[src/design/ccr_pkg.sv]
// ----------------------------------------------------------------
// Charge counter readback constants
// ----------------------------------------------------------------
package ccr_pkg;

   // ----------------------------------------------------------------
   // Geometry
   // ----------------------------------------------------------------
   localparam int unsigned NUM_CH   = 3;
   localparam int unsigned CNT_W    = 16;
   localparam int unsigned BYTE_W   = 8;
   localparam int unsigned PRESC_W  = 3;
   localparam int unsigned SYNC_LEN = 3;

   // Channel indices
   localparam int unsigned CH_OUT_A     = 0;
   localparam int unsigned CH_OUT_B_ACT = 1;
   localparam int unsigned CH_OUT_B_SLP = 2;

   // ----------------------------------------------------------------
   // Register offsets
   // ----------------------------------------------------------------
   localparam logic [7:0] OFS_CHARGE_COUNTER_CONTROL = 8'h10;
   localparam logic [7:0] OFS_OUT_A_HIGH             = 8'h13;
   localparam logic [7:0] OFS_OUT_A_LOW              = 8'h14;
   localparam logic [7:0] OFS_OUT_B_ACTIVE_HIGH      = 8'h15;
   localparam logic [7:0] OFS_OUT_B_ACTIVE_LOW       = 8'h16;
   localparam logic [7:0] OFS_OUT_B_SLEEP_HIGH       = 8'h17;
   localparam logic [7:0] OFS_OUT_B_SLEEP_LOW        = 8'h18;

   localparam logic [NUM_CH-1:0][7:0] HIGH_OFS = {OFS_OUT_B_SLEEP_HIGH, OFS_OUT_B_ACTIVE_HIGH, OFS_OUT_A_HIGH};
   localparam logic [NUM_CH-1:0][7:0] LOW_OFS  = {OFS_OUT_B_SLEEP_LOW, OFS_OUT_B_ACTIVE_LOW, OFS_OUT_A_LOW};

   // ----------------------------------------------------------------
   // Fields and reset values
   // ----------------------------------------------------------------
   localparam int unsigned         PRESC_POS   = 0;
   localparam logic [PRESC_W-1:0]  PRESC_RST   = 3'h0;
   localparam logic [CNT_W-1:0]    CNT_RST     = 16'h0000;
   localparam logic [BYTE_W-1:0]   BYTE_RST    = 8'h00;
   localparam logic [BYTE_W-1:0]   UNMAPPED_RD = 8'h00;

   // ----------------------------------------------------------------
   // State of the block
   // ----------------------------------------------------------------
   typedef struct packed {
      logic [SYNC_LEN-1:0]            a_sync;
      logic [SYNC_LEN-1:0]            b_sync;
      logic [SYNC_LEN-1:0]            m_sync;
      logic                           a_lvl;
      logic                           b_lvl;
      logic                           sleep_lvl;
      logic [PRESC_W-1:0]             presc;
      logic [NUM_CH-1:0][BYTE_W-1:0]  pre;
      logic [NUM_CH-1:0][CNT_W-1:0]   cnt;
      logic [NUM_CH-1:0][BYTE_W-1:0]  shadow;
      logic [BYTE_W-1:0]              rdata;
   } ccr_state_t;

endpackage : ccr_pkg

[src/design/ccr_top.sv]
// Contract
// - Output A low byte, bits 7:0, resets 0x00
// - Output B active high byte at 0x15
// - Output B active low byte at 0x16, resets zero
// - Output B deep-sleep high byte, resets 0x00
// - One count per prescaled group of pulses
// - Counter spans high and low byte, live
// - Addressing a counter freezes its updates
// - Pulses during freeze are lost
// - High byte read copies low into shadow
// - Low byte read returns shadow value
//
`timescale 1ns/1ps
`default_nettype none

module ccr_top (
   input  wire logic       clk,
   input  wire logic       reset_n,
   input  wire logic [7:0] addr,
   input  wire logic [7:0] wr_data,
   input  wire logic       wr_en,
   input  wire logic       rd_en,
   output logic      [7:0] rd_data,
   input  wire logic       output_a_pulse,
   input  wire logic       output_b_pulse,
   input  wire logic       deep_sleep_energy_mode
);

   // ----------------------------------------------------------------
   // State
   // ----------------------------------------------------------------
   ccr_pkg::ccr_state_t s_q;
   ccr_pkg::ccr_state_t s_d;

   logic [ccr_pkg::NUM_CH-1:0] hit_high;
   logic [ccr_pkg::NUM_CH-1:0] hit_low;
   logic [ccr_pkg::NUM_CH-1:0] frozen;
   logic [ccr_pkg::NUM_CH-1:0] pulse_ev;
   logic [ccr_pkg::NUM_CH-1:0] wrap;
   logic [ccr_pkg::NUM_CH-1:0] inc;
   logic                       a_rise;
   logic                       b_rise;
   logic                       acc;
   logic                       hit_ctrl;
   logic [7:0]                 grp_last;

   // ----------------------------------------------------------------
   // Address decode
   // ----------------------------------------------------------------
   // Any strobe counts as addressing; a write to a read-only counter
   // byte still freezes it, as the pin-level access would.
   // Only the strobe cycle freezes, so an address left on the bus
   // between accesses costs no counts.
   assign acc      = rd_en | wr_en;
   assign hit_ctrl = (addr == ccr_pkg::OFS_CHARGE_COUNTER_CONTROL);

   always_comb begin
      for (int i = 0; i < ccr_pkg::NUM_CH; i++) begin
         hit_high[i] = (addr == ccr_pkg::HIGH_OFS[i]);
         hit_low[i]  = (addr == ccr_pkg::LOW_OFS[i]);
         frozen[i]   = acc & (hit_high[i] | hit_low[i]);
      end
   end

   // ----------------------------------------------------------------
   // Pulse qualification
   // ----------------------------------------------------------------
   // A pin change is accepted only once the second and third stages
   // agree; the first stage feeds nothing but the second.
   assign a_rise = (s_q.a_sync[1] == s_q.a_sync[2]) & s_q.a_sync[2] & ~s_q.a_lvl;
   assign b_rise = (s_q.b_sync[1] == s_q.b_sync[2]) & s_q.b_sync[2] & ~s_q.b_lvl;

   // Group size is two to the power of the prescaler field
   assign grp_last = 8'((9'h001 << s_q.presc) - 9'h001);

   always_comb begin
      pulse_ev[ccr_pkg::CH_OUT_A]     = a_rise;
      pulse_ev[ccr_pkg::CH_OUT_B_ACT] = b_rise & ~s_q.sleep_lvl;
      pulse_ev[ccr_pkg::CH_OUT_B_SLP] = b_rise & s_q.sleep_lvl;
      for (int i = 0; i < ccr_pkg::NUM_CH; i++) begin
         wrap[i] = (s_q.pre[i] == grp_last);
         // Pulses that land in a frozen cycle are dropped outright
         inc[i]  = pulse_ev[i] & wrap[i] & ~frozen[i];
      end
   end

   // ----------------------------------------------------------------
   // Next state
   // ----------------------------------------------------------------
   always_comb begin
      s_d = s_q;

      s_d.a_sync = {s_q.a_sync[1:0], output_a_pulse};
      s_d.b_sync = {s_q.b_sync[1:0], output_b_pulse};
      s_d.m_sync = {s_q.m_sync[1:0], deep_sleep_energy_mode};
      if (s_q.a_sync[1] == s_q.a_sync[2]) begin
         s_d.a_lvl = s_q.a_sync[2];
      end
      if (s_q.b_sync[1] == s_q.b_sync[2]) begin
         s_d.b_lvl = s_q.b_sync[2];
      end
      if (s_q.m_sync[1] == s_q.m_sync[2]) begin
         s_d.sleep_lvl = s_q.m_sync[2];
      end

      if (wr_en && hit_ctrl) begin
         s_d.presc = wr_data[ccr_pkg::PRESC_POS +: ccr_pkg::PRESC_W];
      end

      for (int i = 0; i < ccr_pkg::NUM_CH; i++) begin
         if (pulse_ev[i] && !frozen[i]) begin
            if (wrap[i]) begin
               s_d.pre[i] = ccr_pkg::BYTE_RST;
            end else begin
               s_d.pre[i] = s_q.pre[i] + 8'h01;
            end
         end
         if (inc[i]) begin
            s_d.cnt[i] = s_q.cnt[i] + 16'h0001;
         end
         if (rd_en && hit_high[i]) begin
            // Counter is frozen this cycle, so the pair is coherent
            s_d.shadow[i] = s_q.cnt[i][7:0];
         end
      end

      // A new group size restarts every partial group, so the
      // prescaler never sits beyond the last step of the new size
      if (wr_en && hit_ctrl) begin
         for (int i = 0; i < ccr_pkg::NUM_CH; i++) begin
            s_d.pre[i] = ccr_pkg::BYTE_RST;
         end
      end

      s_d.rdata = ccr_pkg::UNMAPPED_RD;
      if (rd_en) begin
         if (hit_ctrl) begin
            s_d.rdata = 8'(s_q.presc);
         end
         for (int i = 0; i < ccr_pkg::NUM_CH; i++) begin
            if (hit_high[i]) begin
               s_d.rdata = s_q.cnt[i][15:8];
            end
            if (hit_low[i]) begin
               s_d.rdata = s_q.shadow[i];
            end
         end
      end
   end

   // ----------------------------------------------------------------
   // Registers
   // ----------------------------------------------------------------
   // Reset branch holds constants only; the whole struct is cleared
   // so no stale prescaler step survives a reset.
   always_ff @(posedge clk) begin
      if (!reset_n) begin
         s_q.a_sync    <= 3'h0;
         s_q.b_sync    <= 3'h0;
         s_q.m_sync    <= 3'h0;
         s_q.a_lvl     <= 1'b0;
         s_q.b_lvl     <= 1'b0;
         s_q.sleep_lvl <= 1'b0;
         s_q.presc     <= ccr_pkg::PRESC_RST;
         for (int i = 0; i < ccr_pkg::NUM_CH; i++) begin
            s_q.pre[i]    <= ccr_pkg::BYTE_RST;
            s_q.cnt[i]    <= ccr_pkg::CNT_RST;
            s_q.shadow[i] <= ccr_pkg::BYTE_RST;
         end
         s_q.rdata     <= ccr_pkg::BYTE_RST;
      end else begin
         s_q <= s_d;
      end
   end

   assign rd_data = s_q.rdata;
endmodule // ccr_top

`default_nettype wire

[config.mk]
export PLATFORM = sky130hd
export DESIGN_NAME = ccr_top
export DESIGN_NICKNAME = d
export VERILOG_FILES = /design/src/design/ccr_pkg.sv /design/src/design/ccr_top.sv
export SDC_FILE = /design/constraint.sdc
export NUM_CORES = 1
export LEC_CHECK = 0
export ABC_AREA = 1
export BUFFER_PORTS_ARGS = -buffer_cell sky130_fd_sc_hd__buf_2
export CAP_MARGIN = 5
export CORE_ASPECT_RATIO = 0.5
export CORE_UTILIZATION = 59
export CTS_CLUSTER_DIAMETER = 100
export DETAILED_ROUTE_END_ITERATION = 16
export HOLD_SLACK_MARGIN = 0.06
export PLACE_DENSITY_LB_ADDON = 0.15
export SLEW_MARGIN = 10
export SYNTH_ARGS = -nofsm -noshare
export SYNTH_HDL_FRONTEND = slang
export SYNTH_SLANG_ARGS = --single-unit
[constraint.sdc]
create_clock -name clk -period 2.5 [get_ports clk]
set_input_delay 0.5 -clock clk [delete_from_list [all_inputs] [get_ports clk]]
set_output_delay 0.5 -clock clk [all_outputs]
set_load 0.01 [all_outputs]
; Yosys cells after proc, flatten, opt, wreduce, memory -nomap -nowiden
; Cells that the tools add are included.
[totals]
register_bits = 119
output_inout_bits = 8
word_cells = 86
[op_classes]
n_addsub = 7
eq_ne = 13
shift = 1
mux = 10
bitwise_logic = 26
n_reduce_logical = 12
[op_table]
columns = operator, n
row1 = two-way mux 8 bit, 9
row2 = == test 8 x 5 -> 1 bit (second input constant), 7
row3 = adder 16 x 1 -> 16 bit (second input constant), 3
row4 = adder 8 x 1 -> 8 bit (second input constant), 3
row5 = == test 8 bit, 3
row6 = AND 1 bit, 15
row7 = left shift 1 x 3 -> 8 bit (first input constant), 1
row8 = subtractor 8 x 1 -> 8 bit (second input constant), 1
row9 = logical AND 1 bit, 7
row10 = NOT 1 bit, 7
row11 = bitwise OR 1 bit, 4
row12 = == test 1 bit, 3
row13 = logical NOT 1 bit, 3
row14 = two-way mux 3 bit, 1
row15 = AND reduction 2 bit, 1
row16 = OR reduction 2 bit, 1

; Longest topological paths before layout
; Gate-level depths: netlist of the first run.
[logic_depth]
word_depth = 8
depth_mapped = 17

; Least setup slack after synthesis of the first run
; OpenSTA, ideal clock, no wires.
[synth_timing]
path_type = register to register
start = reg s_q[106] (netlist name)
end = reg s_q[84] (netlist name)
setup_ps = 122
arrival_ps = 1949
required_ps = 2378
path_slack_ps = 429
stages_incl_launch_ff = 15
synth_period_minus_slack_ps = 2071
cell_sequence = dfxtp_1 > inv_1 > buf_2 > nand2_2 > ha_1 > or2_2 > nand2_1 > nor2_1 > nand2_1 > nor2_1 > nand2_1 > nor2_1 > nand2_1 > nand2_1 > nor3_1
[synth_via]
elab_chain_cells = 4
[synth_rtl]
columns = element, line_no
row1 = start: declaration, ccr_top.sv:32  ; ccr_pkg::ccr_state_t s_q;
row2 = left shift 1 x 3 -> 8 bit, ccr_top.sv:74  ; assign grp_last = 8'((9'h001 << s_q.presc) - 9'h001);
row3 = subtractor 8 x 1 -> 8 bit, ccr_top.sv:74
row4 = == test 8 bit, ccr_top.sv:81  ; wrap[i] = (s_q.pre[i] == grp_last);
row5 = two-way mux 8 bit, ccr_top.sv:112  ; if (wrap[i]) begin
; Every way passes these cells.
; A chain may end at the register's enable or synchronous reset.

; Worst setup path after layout of the first run
[layout_timing]
start = reg s_q[104] (netlist name)
end = reg s_q[91] (netlist name)
; Same word-level chain as after synthesis.

==> metrics.cfg, run 1 <==
[worst_setup_path]
cp.arrival_ns=2.61
cp_num_buf_inv=2
cp.depth=13
cp_slowest_cell=dfxtp_2
path_cells=nor2_2, nand2_2, ha_4, inv_1, nand2_1, nand2_1, buf_4, xor2_1, nand2_1, nor2_4, nand2_1, nand2_1, nor3b_1
start_kind=flop
critPathKind=flop to flop
critPathTopFamily=simple AND/OR/NAND/NOR gates
slowest_delay_ns=0.35
critical_path.max_fanout=6
cp.required_ns=2.79
end_kind=flop
reg2reg_depth=13
crit_top_cell=nand2_1

[power]
p_sw_share_pct=22.3
leakage_nw=3.09
seqPwrFrac_pct=40.3
p_sw_mw=1.06
p_int_mw=3.68
clockPowerShare_pct=56.6
peakVddDrop_mv=0.454
p_comb_share_pct=3.0
p_per_area_nw_per_um2=626

[detailed_routing]
first_iter_violations=576
route.detailed.wl_per_inst_um=14.7
route.detailed.drc=0
via_count=6712
via_per_inst=5.63
antenna_left=0
drtPass1Iterations=5
wirelength_um=17500

[timing]
skew_ns=0.00539
fin_setup_tns_ns=0
report.final.slew_viol_count=0
worst_slack_ns=0.180
slew_headroom_pct=63.4
hold_slack_ns=0.259
fin_crit_ns=2.32
hold_violations=0
finalSetupViolations=0
worst_pin_slew_ns=0.544
grt_setup_unrepaired=no
fmax_mhz=431
post-route-period-util_pct=92.8

[outcome]
status=finished, final reports clean

[worst_hold_path]
holdCritPathClass=input port to flop
hold_depth=3

[run]
cap_violations=0

[cts]
cts_resized=0
cts_tree=built
postCtsHoldBufs=0
cts_buffers=17
clock_latency_ns=0.42
root_buffer=clkbuf_16
clkSinkCount=119
clk_transition_reported_paths_ns=0.06
htreeDepth=4
clk_path_buf_depth=2
post_cts_buffers=0

[cells_and_area]
final_common_cell=nand2_1
syn2layout_area_growth_pct=15.7
drive_above_1_share_pct=10.6
n_antenna_cell=0
final_nets=1072
multiInputGateArea_um2=3530
layout_common_cells=nand2_1 (273), inv_1 (117), dfxtp_1 (117)
num-fill-cells=887
postLayoutCoreUtil_pct=72.3
seq_area_um2=2380

[grt]
grt_max_degree=45
gr-total-overflow=0
grt_pass1_vias=6146
grt_pass1_wl_um=29200
antenna_found_initial=0
grt_usage_pct=32.3

[synthesis]
synth_edf_count=0
seq_area_frac_synth_pct=36.4
synth-seq-cells=119
ys_types=35
yosysTopAreaCell=dfxtp_1
yosysWarnings=0
synthesis.nets=1035
synthTopCellsByArea=dfxtp_1 (36%), nand2_1 (16%), inv_1 (6.7%), nand3_1 (6.3%), a21oi_1 (5.7%)
netlist_instances=1003
yosysTopAreaCellShare_pct=36.4
avgSynthCellArea_um2=6.52
async_flop_share_pct=0
ys.flop_type=dfxtp_1
synth_area_um2=6540

[place]
place_ws_ns=0.0493
dp_hpwl_um=12500
globalplace.congestion=0.943
io_buffers=25

[floorplanning]
start_util_pct=62.5
die_w_um=151
core.rowCount=26
die_y_um=76.5
core_um2=10500
die_area_um2=11500
io_pins=31

power groups by stage:
stage / Clock, mW / Combinational, mW / Sequential (mW)
after floorplan: 0 / 0.0892 / 1.95
after global placement: 0 / 0.134 / 1.95
after detailed placement: 0 / 0.137 / 1.95
after CTS: 2.70 / 0.139 / 1.91
after global routing: 2.79 / 0.160 / 1.91
final: 2.68 / 0.144 / 1.91
cell type report:
cell class | count | share of cell area, %
Multi-Input combinational cell | 721 | 46.6
Sequential cell | 119 | 31.5
Inverter | 124 | 6.15
Clock buffer | 19 | 5.98
Timing Repair Buffer | 57 | 4.87
Clock inverter | 13 | 2.56
Tap cell | 140 | 2.31
kinds of logic (layout without fill, tap and decap cells):
logic type	count (synthesis)	count (layout)	share of synthesized area, %
buf+inv	163	213	10.1
compound gates	132	132	10.7
fa+ha+maj	9	9	1.72
simple gates	547	547	36.7
flops	119	119	36.4
xor+xnor	33	33	4.42
worst paths after layout:
path	endpoint	slack (ns)	startpoint
max	s_q[91]	0.18	s_q[104]
min	s_d[114]	0.26	output_b_pulse
max reg2reg	s_q[91]	0.18	s_q[104]
min reg2reg	s_d[115]	0.41	s_d[114]
flip-flops by register name, indices dropped and copies added, names as in the netlist:
name and count:
s_d 6, rd_data 8, s_q 105
tightest hold or removal path: cells and delay by family:
family,cells,cell delay [ns]
simple gates,1,0.04
buf+inv,2,0.11
stage by stage:
step | total power, mW | instance area, um2 | cells
floorplan | 2.04 | 6540 | 1003
global placement | 2.09 | 6890 | 1161
detailed placement | 2.09 | 6890 | 1161
CTS | 4.75 | 7530 | 1193
global route | 4.86 | 7570 | 1193
finish | 4.74 | 7570 | 1193
cell usage after synthesis, types with 3 or more instances:
cell and number:
buf_2 10, nor2_2 4, nand2_1 274, ha_1 9, a31oi_1 11, inv_1 117, nand4_1 43, nor3b_1 7
a21oi_1 74, buf_4 10, nor4_1 7, xor2_1 29, nand3_1 83, xnor2_1 4, clkbuf_1 18, o22ai_1 5
inv_2 6, nor3_1 31, nand2_2 3, o21ai_0 35, nor2_1 87, dfxtp_1 119
routing by layer:
metal	up-vias	part of all wire, %	track usage, %
met5	-	0	0
met4	0	1.8	11.9
met3	35	7.5	6.17
met2	276	45	51.7
met1	3044	46	43.1
li1	3357	-	-
(Power assumes the default switching activity.)
==> run 2, diff against run 1 <==
- CTS_BUF_LIST: unset -> sky130_fd_sc_hd__clkbuf_4 sky130_fd_sc_hd__clkbuf_8
==> run 2 against run 1 <==
First-iteration DRC count down 2.8%. Cell area down 2.6%. Hold slack worse by 0.032 ns. Global-route usage down 0.73 points. Routed wire length down 1.6%. Sequential share of layout area up 0.84 points. Sequential cell count unchanged. Die area unchanged. Non-clock buffer count unchanged. Via count unchanged. Critical path type unchanged. Critical endpoint is now s_q[72]. Largest power group unchanged.
==> metrics.cfg, run 2 (same netlist as run 1, synthesis figures left out) <==
[outcome]
status=finished, final reports clean

[place]
dp.cells=1161  ; unchanged
io_buffers=25  ; unchanged
globalplace.congestion=0.943  ; unchanged
dp_hpwl_um=12500  ; unchanged

[worst_hold_path]
holdCritPathClass=input port to flop

[floorplanning]
io_pins=31  ; unchanged
die_area_um2=11500  ; unchanged
start_util_pct=62.5  ; unchanged
core_um2=10500  ; unchanged
die_w_um=151  ; unchanged
core.rowCount=26  ; unchanged
die_y_um=76.5  ; unchanged

[worst_setup_path]
crit_start=s_q[105]
r2r_end=s_q[72]
slowest_delay_ns=0.41  ; +0.06 ns
path_cells=inv_2, nand3_1, ha_4, nand4_1, nand2_1, nand2_1, nand2_1, nand3b_1, nor2_2, buf_4, nand3_1, nand2_1, nand2_1, nor2_1
cp_slowest_cell=dfxtp_2
cp.arrival_ns=2.70  ; +0.09 ns
reg2reg_depth=14  ; +1
end_kind=flop
cp_num_buf_inv=2  ; unchanged
critical_path.max_fanout=12  ; +6
start_kind=flop
critPathKind=flop to flop
critPathTopFamily=simple AND/OR/NAND/NOR gates
reg2reg_slack_ns=0.20  ; +0.02 ns
endpoint=s_q[72]
crit_top_cell=nand2_1
reg2reg_from=s_q[105]
cp.required_ns=2.89  ; +0.10 ns
cp.depth=14  ; +1

[timing]
skew_ns=0.00945  ; +0.00406 ns
fin_crit_ns=2.30  ; -0.0167 ns
worst_pin_slew_ns=0.550  ; +0.00533 ns
report.final.slew_viol_count=0  ; unchanged
fmax_mhz=434  ; +0.73%
hold_violations=0  ; unchanged
grt_setup_unrepaired=no
post-route-period-util_pct=92.1  ; -0.67 points
hold_slack_ns=0.226  ; -0.0325 ns
fin_setup_tns_ns=0  ; unchanged
finalSetupViolations=0  ; unchanged
slew_headroom_pct=63.0  ; -0.36 points

[grt]
grt_pass1_vias=6012  ; -2.2%
grt_pass1_wl_um=28700  ; -1.8%
gr-total-overflow=0  ; unchanged
grt_max_degree=45  ; unchanged
antenna_found_initial=0  ; unchanged
grt_usage_pct=31.6  ; -0.73 points

[cts]
clk_path_buf_depth=2  ; unchanged
htreeDepth=4  ; unchanged
cts_buffers=17  ; unchanged
clock_latency_ns=0.45  ; +0.03 ns
clkSinkCount=119  ; unchanged
postCtsHoldBufs=0  ; unchanged
cts_tree=built
clk_transition_reported_paths_ns=0.08  ; +0.02 ns
root_buffer=clkbuf_8

[cells_and_area]
largest_register_ffs=105  ; unchanged
layout_common_cells=nand2_1 (272), inv_1 (117), dfxtp_1 (117)
final_common_cell=nand2_1
syn2layout_area_growth_pct=12.7
largest_register=s_q
drive_above_1_share_pct=10.7  ; +0.095 points
final_nets=1072  ; unchanged
n_antenna_cell=0  ; unchanged
fin_cells=1193  ; unchanged

[power]
clockPowerShare_pct=49.5  ; -7.1 points
p_per_area_nw_per_um2=551  ; -12%
p_sw_uw=967  ; -8.4%
leakage_nw=3.00  ; -2.9%
p_comb_share_pct=3.5  ; +0.5 points
power_mw=4.06  ; -14%
seqPwrFrac_pct=46.9  ; +6.6 points
p_sw_share_pct=23.8  ; +1.5 points
peakVddDrop_mv=0.257  ; -43%
p_int_mw=3.10  ; -16%

[detailed_routing]
route.detailed.drc=0  ; unchanged
first_iter_violations=560  ; -2.8%
via_per_inst=5.63  ; unchanged
route.detailed.wl_per_inst_um=14.4  ; -1.6%
wirelength_um=17200  ; -1.6%
drtPass1Iterations=5  ; unchanged
antenna_left=0  ; unchanged
via_count=6712  ; unchanged

[run]
cap_violations=0  ; unchanged

-- run 2: changes by cell type in the layout (fill, tap and decap cells not counted) --
cell / change
clkbuf_16: -17
clkbuf_8: +17
buf_4: +1
buf_6: -1
nand2_1: -1
nand2_2: +1
nor2_2: +1
nor2_4: -1
-- run 2: area by class of cell --
| class | instances | area [um2] |
|---|---|---|
| Multi-Input combinational cell | 721 | 3530 |
| Fill cell | 928 | 3100 |
| Sequential cell | 119 | 2380 |
| Inverter | 124 | 465 |
| Timing Repair Buffer | 57 | 365 |
| Clock buffer | 19 | 262 |
| Clock inverter | 13 | 194 |
| Tap cell | 140 | 175 |
-- run 2: how the worst min path moves through the flow --
stage | cells past startpoint | start | slack [ns] | endpoint
finish | 3 | output_b_pulse | 0.23 | s_d[114]
global route | 3 | output_a_pulse | 0.24 | s_d[117]
CTS | 3 | output_b_pulse | 0.22 | s_d[114]
detailed placement | 2 | s_d[114] | 0.40 | s_d[115]
global placement | 2 | s_d[114] | 0.39 | s_d[115]
floorplan | 2 | s_d[111] | 0.39 | s_d[112]
-- run 2: worst min-delay path, stage by stage --
cell and delay, ns:
buf_2 0.07, nand2_1 0.04, inv_1 0.04
-- run 2: routing by layer --
layer  vias up  GRT usage [%]  share of wire (%)
met3        33           6.29                7.5
met1      3062           42.8                 46
met5         -              0                  0
met4         0           10.3                1.6
met2       265           50.0                 45
li1       3352              -                  -
-- run 2: stage by stage --
step	cell area, um2	setup WS [ns]	utilization, %
final	7380	0.197	70.4
after global routing	7380	0.0347	70.4
after CTS	7340	0.00802	70.1
after detailed placement	6890	0.0493	65.8
after global placement	6890	0.147	65.8
after floorplan	6540	0.429	-
-- run 2: power by group through the flow --
stage | Combinational [mW] | Clock, mW | Sequential, mW
floorplan | 0.0892 | 0 | 1.95
global placement | 0.134 | 0 | 1.95
detailed placement | 0.137 | 0 | 1.95
CTS | 0.138 | 2.02 | 1.91
global route | 0.158 | 2.12 | 1.91
finish | 0.142 | 2.01 | 1.91
-- run 2: repair_timing --
item,4_1_cts,5_1_grt
gates resized for setup,0,9
setup endpoints to repair,0,67
setup buffers,0,0
==> run 3, diff against run 2 <==
- CORE_UTILIZATION: 59 -> 50
==> run 3 against run 2 <==
Clock skew increased by 0.0075 ns. First-iteration DRC count decreased by 19%. Global-route usage decreased by 5.5 points. Die area rose by 18%. Power fell by 0.32%. Non-clock buffer count did not move. Critical path depth is 1 higher.
==> metrics.cfg, run 3 (same netlist as run 1, synthesis figures left out) <==
[detailed_routing]
antenna_left=0  ; unchanged
via_count=6615  ; -1.4%
wirelength_um=16900  ; -1.9%
via_per_inst=5.41  ; -3.9%
route.detailed.wl_per_inst_um=13.8  ; -4.3%
route.detailed.drc=0  ; unchanged
drtPass1Iterations=5  ; unchanged
first_iter_violations=451  ; -19%

[floorplanning]
io_pins=31  ; unchanged
die_y_um=82.9  ; +8.4%
die_w_um=164  ; +8.5%
core.rowCount=29  ; +12%
start_util_pct=51.5  ; -11 points
die_area_um2=13600  ; +18%
core_um2=12700  ; +21%

[worst_setup_path]
critical_path.max_fanout=22  ; +10
r2r_end=s_q[73]
end_kind=flop
cp_slowest_cell=dfxtp_2
crit_top_cell=nand2_1
path_cells=nor2_4, nand2_2, ha_4, inv_1, nand2_1, nand2_1, nand2_1, nand2_1, nand3_1, nor2_2, buf_12, nand3_1, buf_4, nand2_1, a21oi_1
crit_start=s_q[104]
reg2reg_depth=15  ; +1
slowest_delay_ns=0.37  ; -0.04 ns
cp.required_ns=2.80  ; -0.09 ns
reg2reg_from=s_q[104]
start_kind=flop
cp.arrival_ns=2.54  ; -0.16 ns
endpoint=s_q[73]
reg2reg_slack_ns=0.27  ; +0.07 ns
critPathKind=flop to flop

[outcome]
status=finished, final reports clean

[timing]
post-route-period-util_pct=89.3  ; -2.8 points
skew_ns=0.0169  ; +0.00747 ns
hold_violations=0  ; unchanged
worst_pin_slew_ns=0.542  ; -0.00784 ns
slew_headroom_pct=63.5  ; +0.53 points
finalSetupViolations=0  ; unchanged
fmax_mhz=448  ; +3.2%
fin_setup_tns_ns=0  ; unchanged
fin_crit_ns=2.23  ; -0.0709 ns
report.final.slew_viol_count=0  ; unchanged
grt_setup_unrepaired=no

[power]
leakage_nw=3.00  ; +0.24%
p_per_area_nw_per_um2=546  ; -0.81%
peakVddDrop_mv=0.289  ; +12%

[cts]
clkSinkCount=119  ; unchanged
cts_buffers=17  ; unchanged
htreeDepth=4  ; unchanged
clk_path_buf_depth=2  ; unchanged
postCtsHoldBufs=0  ; unchanged
clock_latency_ns=0.45  ; about the same
root_buffer=clkbuf_8
cts_tree=built
clk_transition_reported_paths_ns=0.08  ; about the same

[grt]
gr-total-overflow=0  ; unchanged
grt_usage_pct=26.1  ; -5.5 points
grt_pass1_vias=5739  ; -4.5%
antenna_found_initial=0  ; unchanged
grt_max_degree=45  ; unchanged
grt_pass1_wl_um=28000  ; -2.5%

[cells_and_area]
postLayoutCoreUtil_pct=58.4  ; -12 points
largest_register_ffs=105  ; unchanged
drive_above_1_share_pct=10.7  ; unchanged
syn2layout_area_growth_pct=13.3
largest_register=s_q
final_common_cell=nand2_1
n_antenna_cell=0  ; unchanged
final_nets=1072  ; unchanged
layout_common_cells=nand2_1 (273), dfxtp_1 (117), inv_1 (116)

[place]
globalplace.congestion=0.913  ; -3.2%
dp_hpwl_um=12300  ; -2.0%
io_buffers=25  ; unchanged

[worst_hold_path]
hp-start=output_b_pulse
holdCritPathClass=input port to flop

[run]
cap_violations=0  ; unchanged

run 3: stage by stage:
step                total power, mW  setup slack, ns  area (um2)  instances  hold slack, ns
floorplan                      2.04            0.429        6540       1003           0.390
global placement               2.09           0.0878        6940       1191           0.392
detailed placement             2.09           0.0756        6940       1191           0.398
CTS                            4.08           0.0642        7380       1223           0.215
global route                   4.19           0.0386        7410       1223           0.216
finish                         4.05            0.268        7410       1223           0.237
run 3: area by class of cell:
cell class	instances	area [um2]
clock buffer	18	248
fill	1251	5290
tap	170	213
multi-input combinational	721	3520
inverter	124	465
timing repair buffer	57	378
clock inverter	14	199
sequential	119	2380
run 3: critical path: cells and delay by family, from the launching register on:
kind | cells | cell delay [ns]
AO/OA/AOI/OAI | 1 | 0.06
adder cells (fa/ha/maj) | 1 | 0.19
buffers and inverters | 3 | 0.43
flip-flops | 1 | 0.37
AND/OR/NAND/NOR | 10 | 1.04
run 3: metal layers:
| metal | track usage [%] | vias to the layer above | share of wire, % |
|---|---|---|---|
| met1 | 36.2 | 3095 | 50 |
| met4 | 6.82 | 0 | 1.1 |
| met5 | 0 | - | 0 |
| met2 | 39.9 | 149 | 44 |
| met3 | 6.64 | 22 | 5.7 |
| li1 | - | 3349 | - |
run 3: how the worst min path moves through the flow:
stage	end	slack [ns]	depth (start not counted)
2_1_floorplan	s_d[112]	0.39	2
3_3_place_gp	s_d[112]	0.39	2
3_5_place_dp	s_d[115]	0.40	2
4_1_cts	s_d[114]	0.22	3
5_1_grt	s_d[117]	0.22	3
6_report	s_d[114]	0.24	3
run 3: where the power goes:
group	switching (mW)	leakage, nW	internal, mW	total (mW)
Clock	0.882	0.212	1.12	2.00
Combinational	0.0980	1.83	0.0428	0.141
Sequential	0.00445	0.961	1.90	1.91
run 3: timing repair:
item,4_1_cts,5_1_grt
endpoints found under the setup margin,0,67
setup buffers,0,0
gates resized for setup,0,9
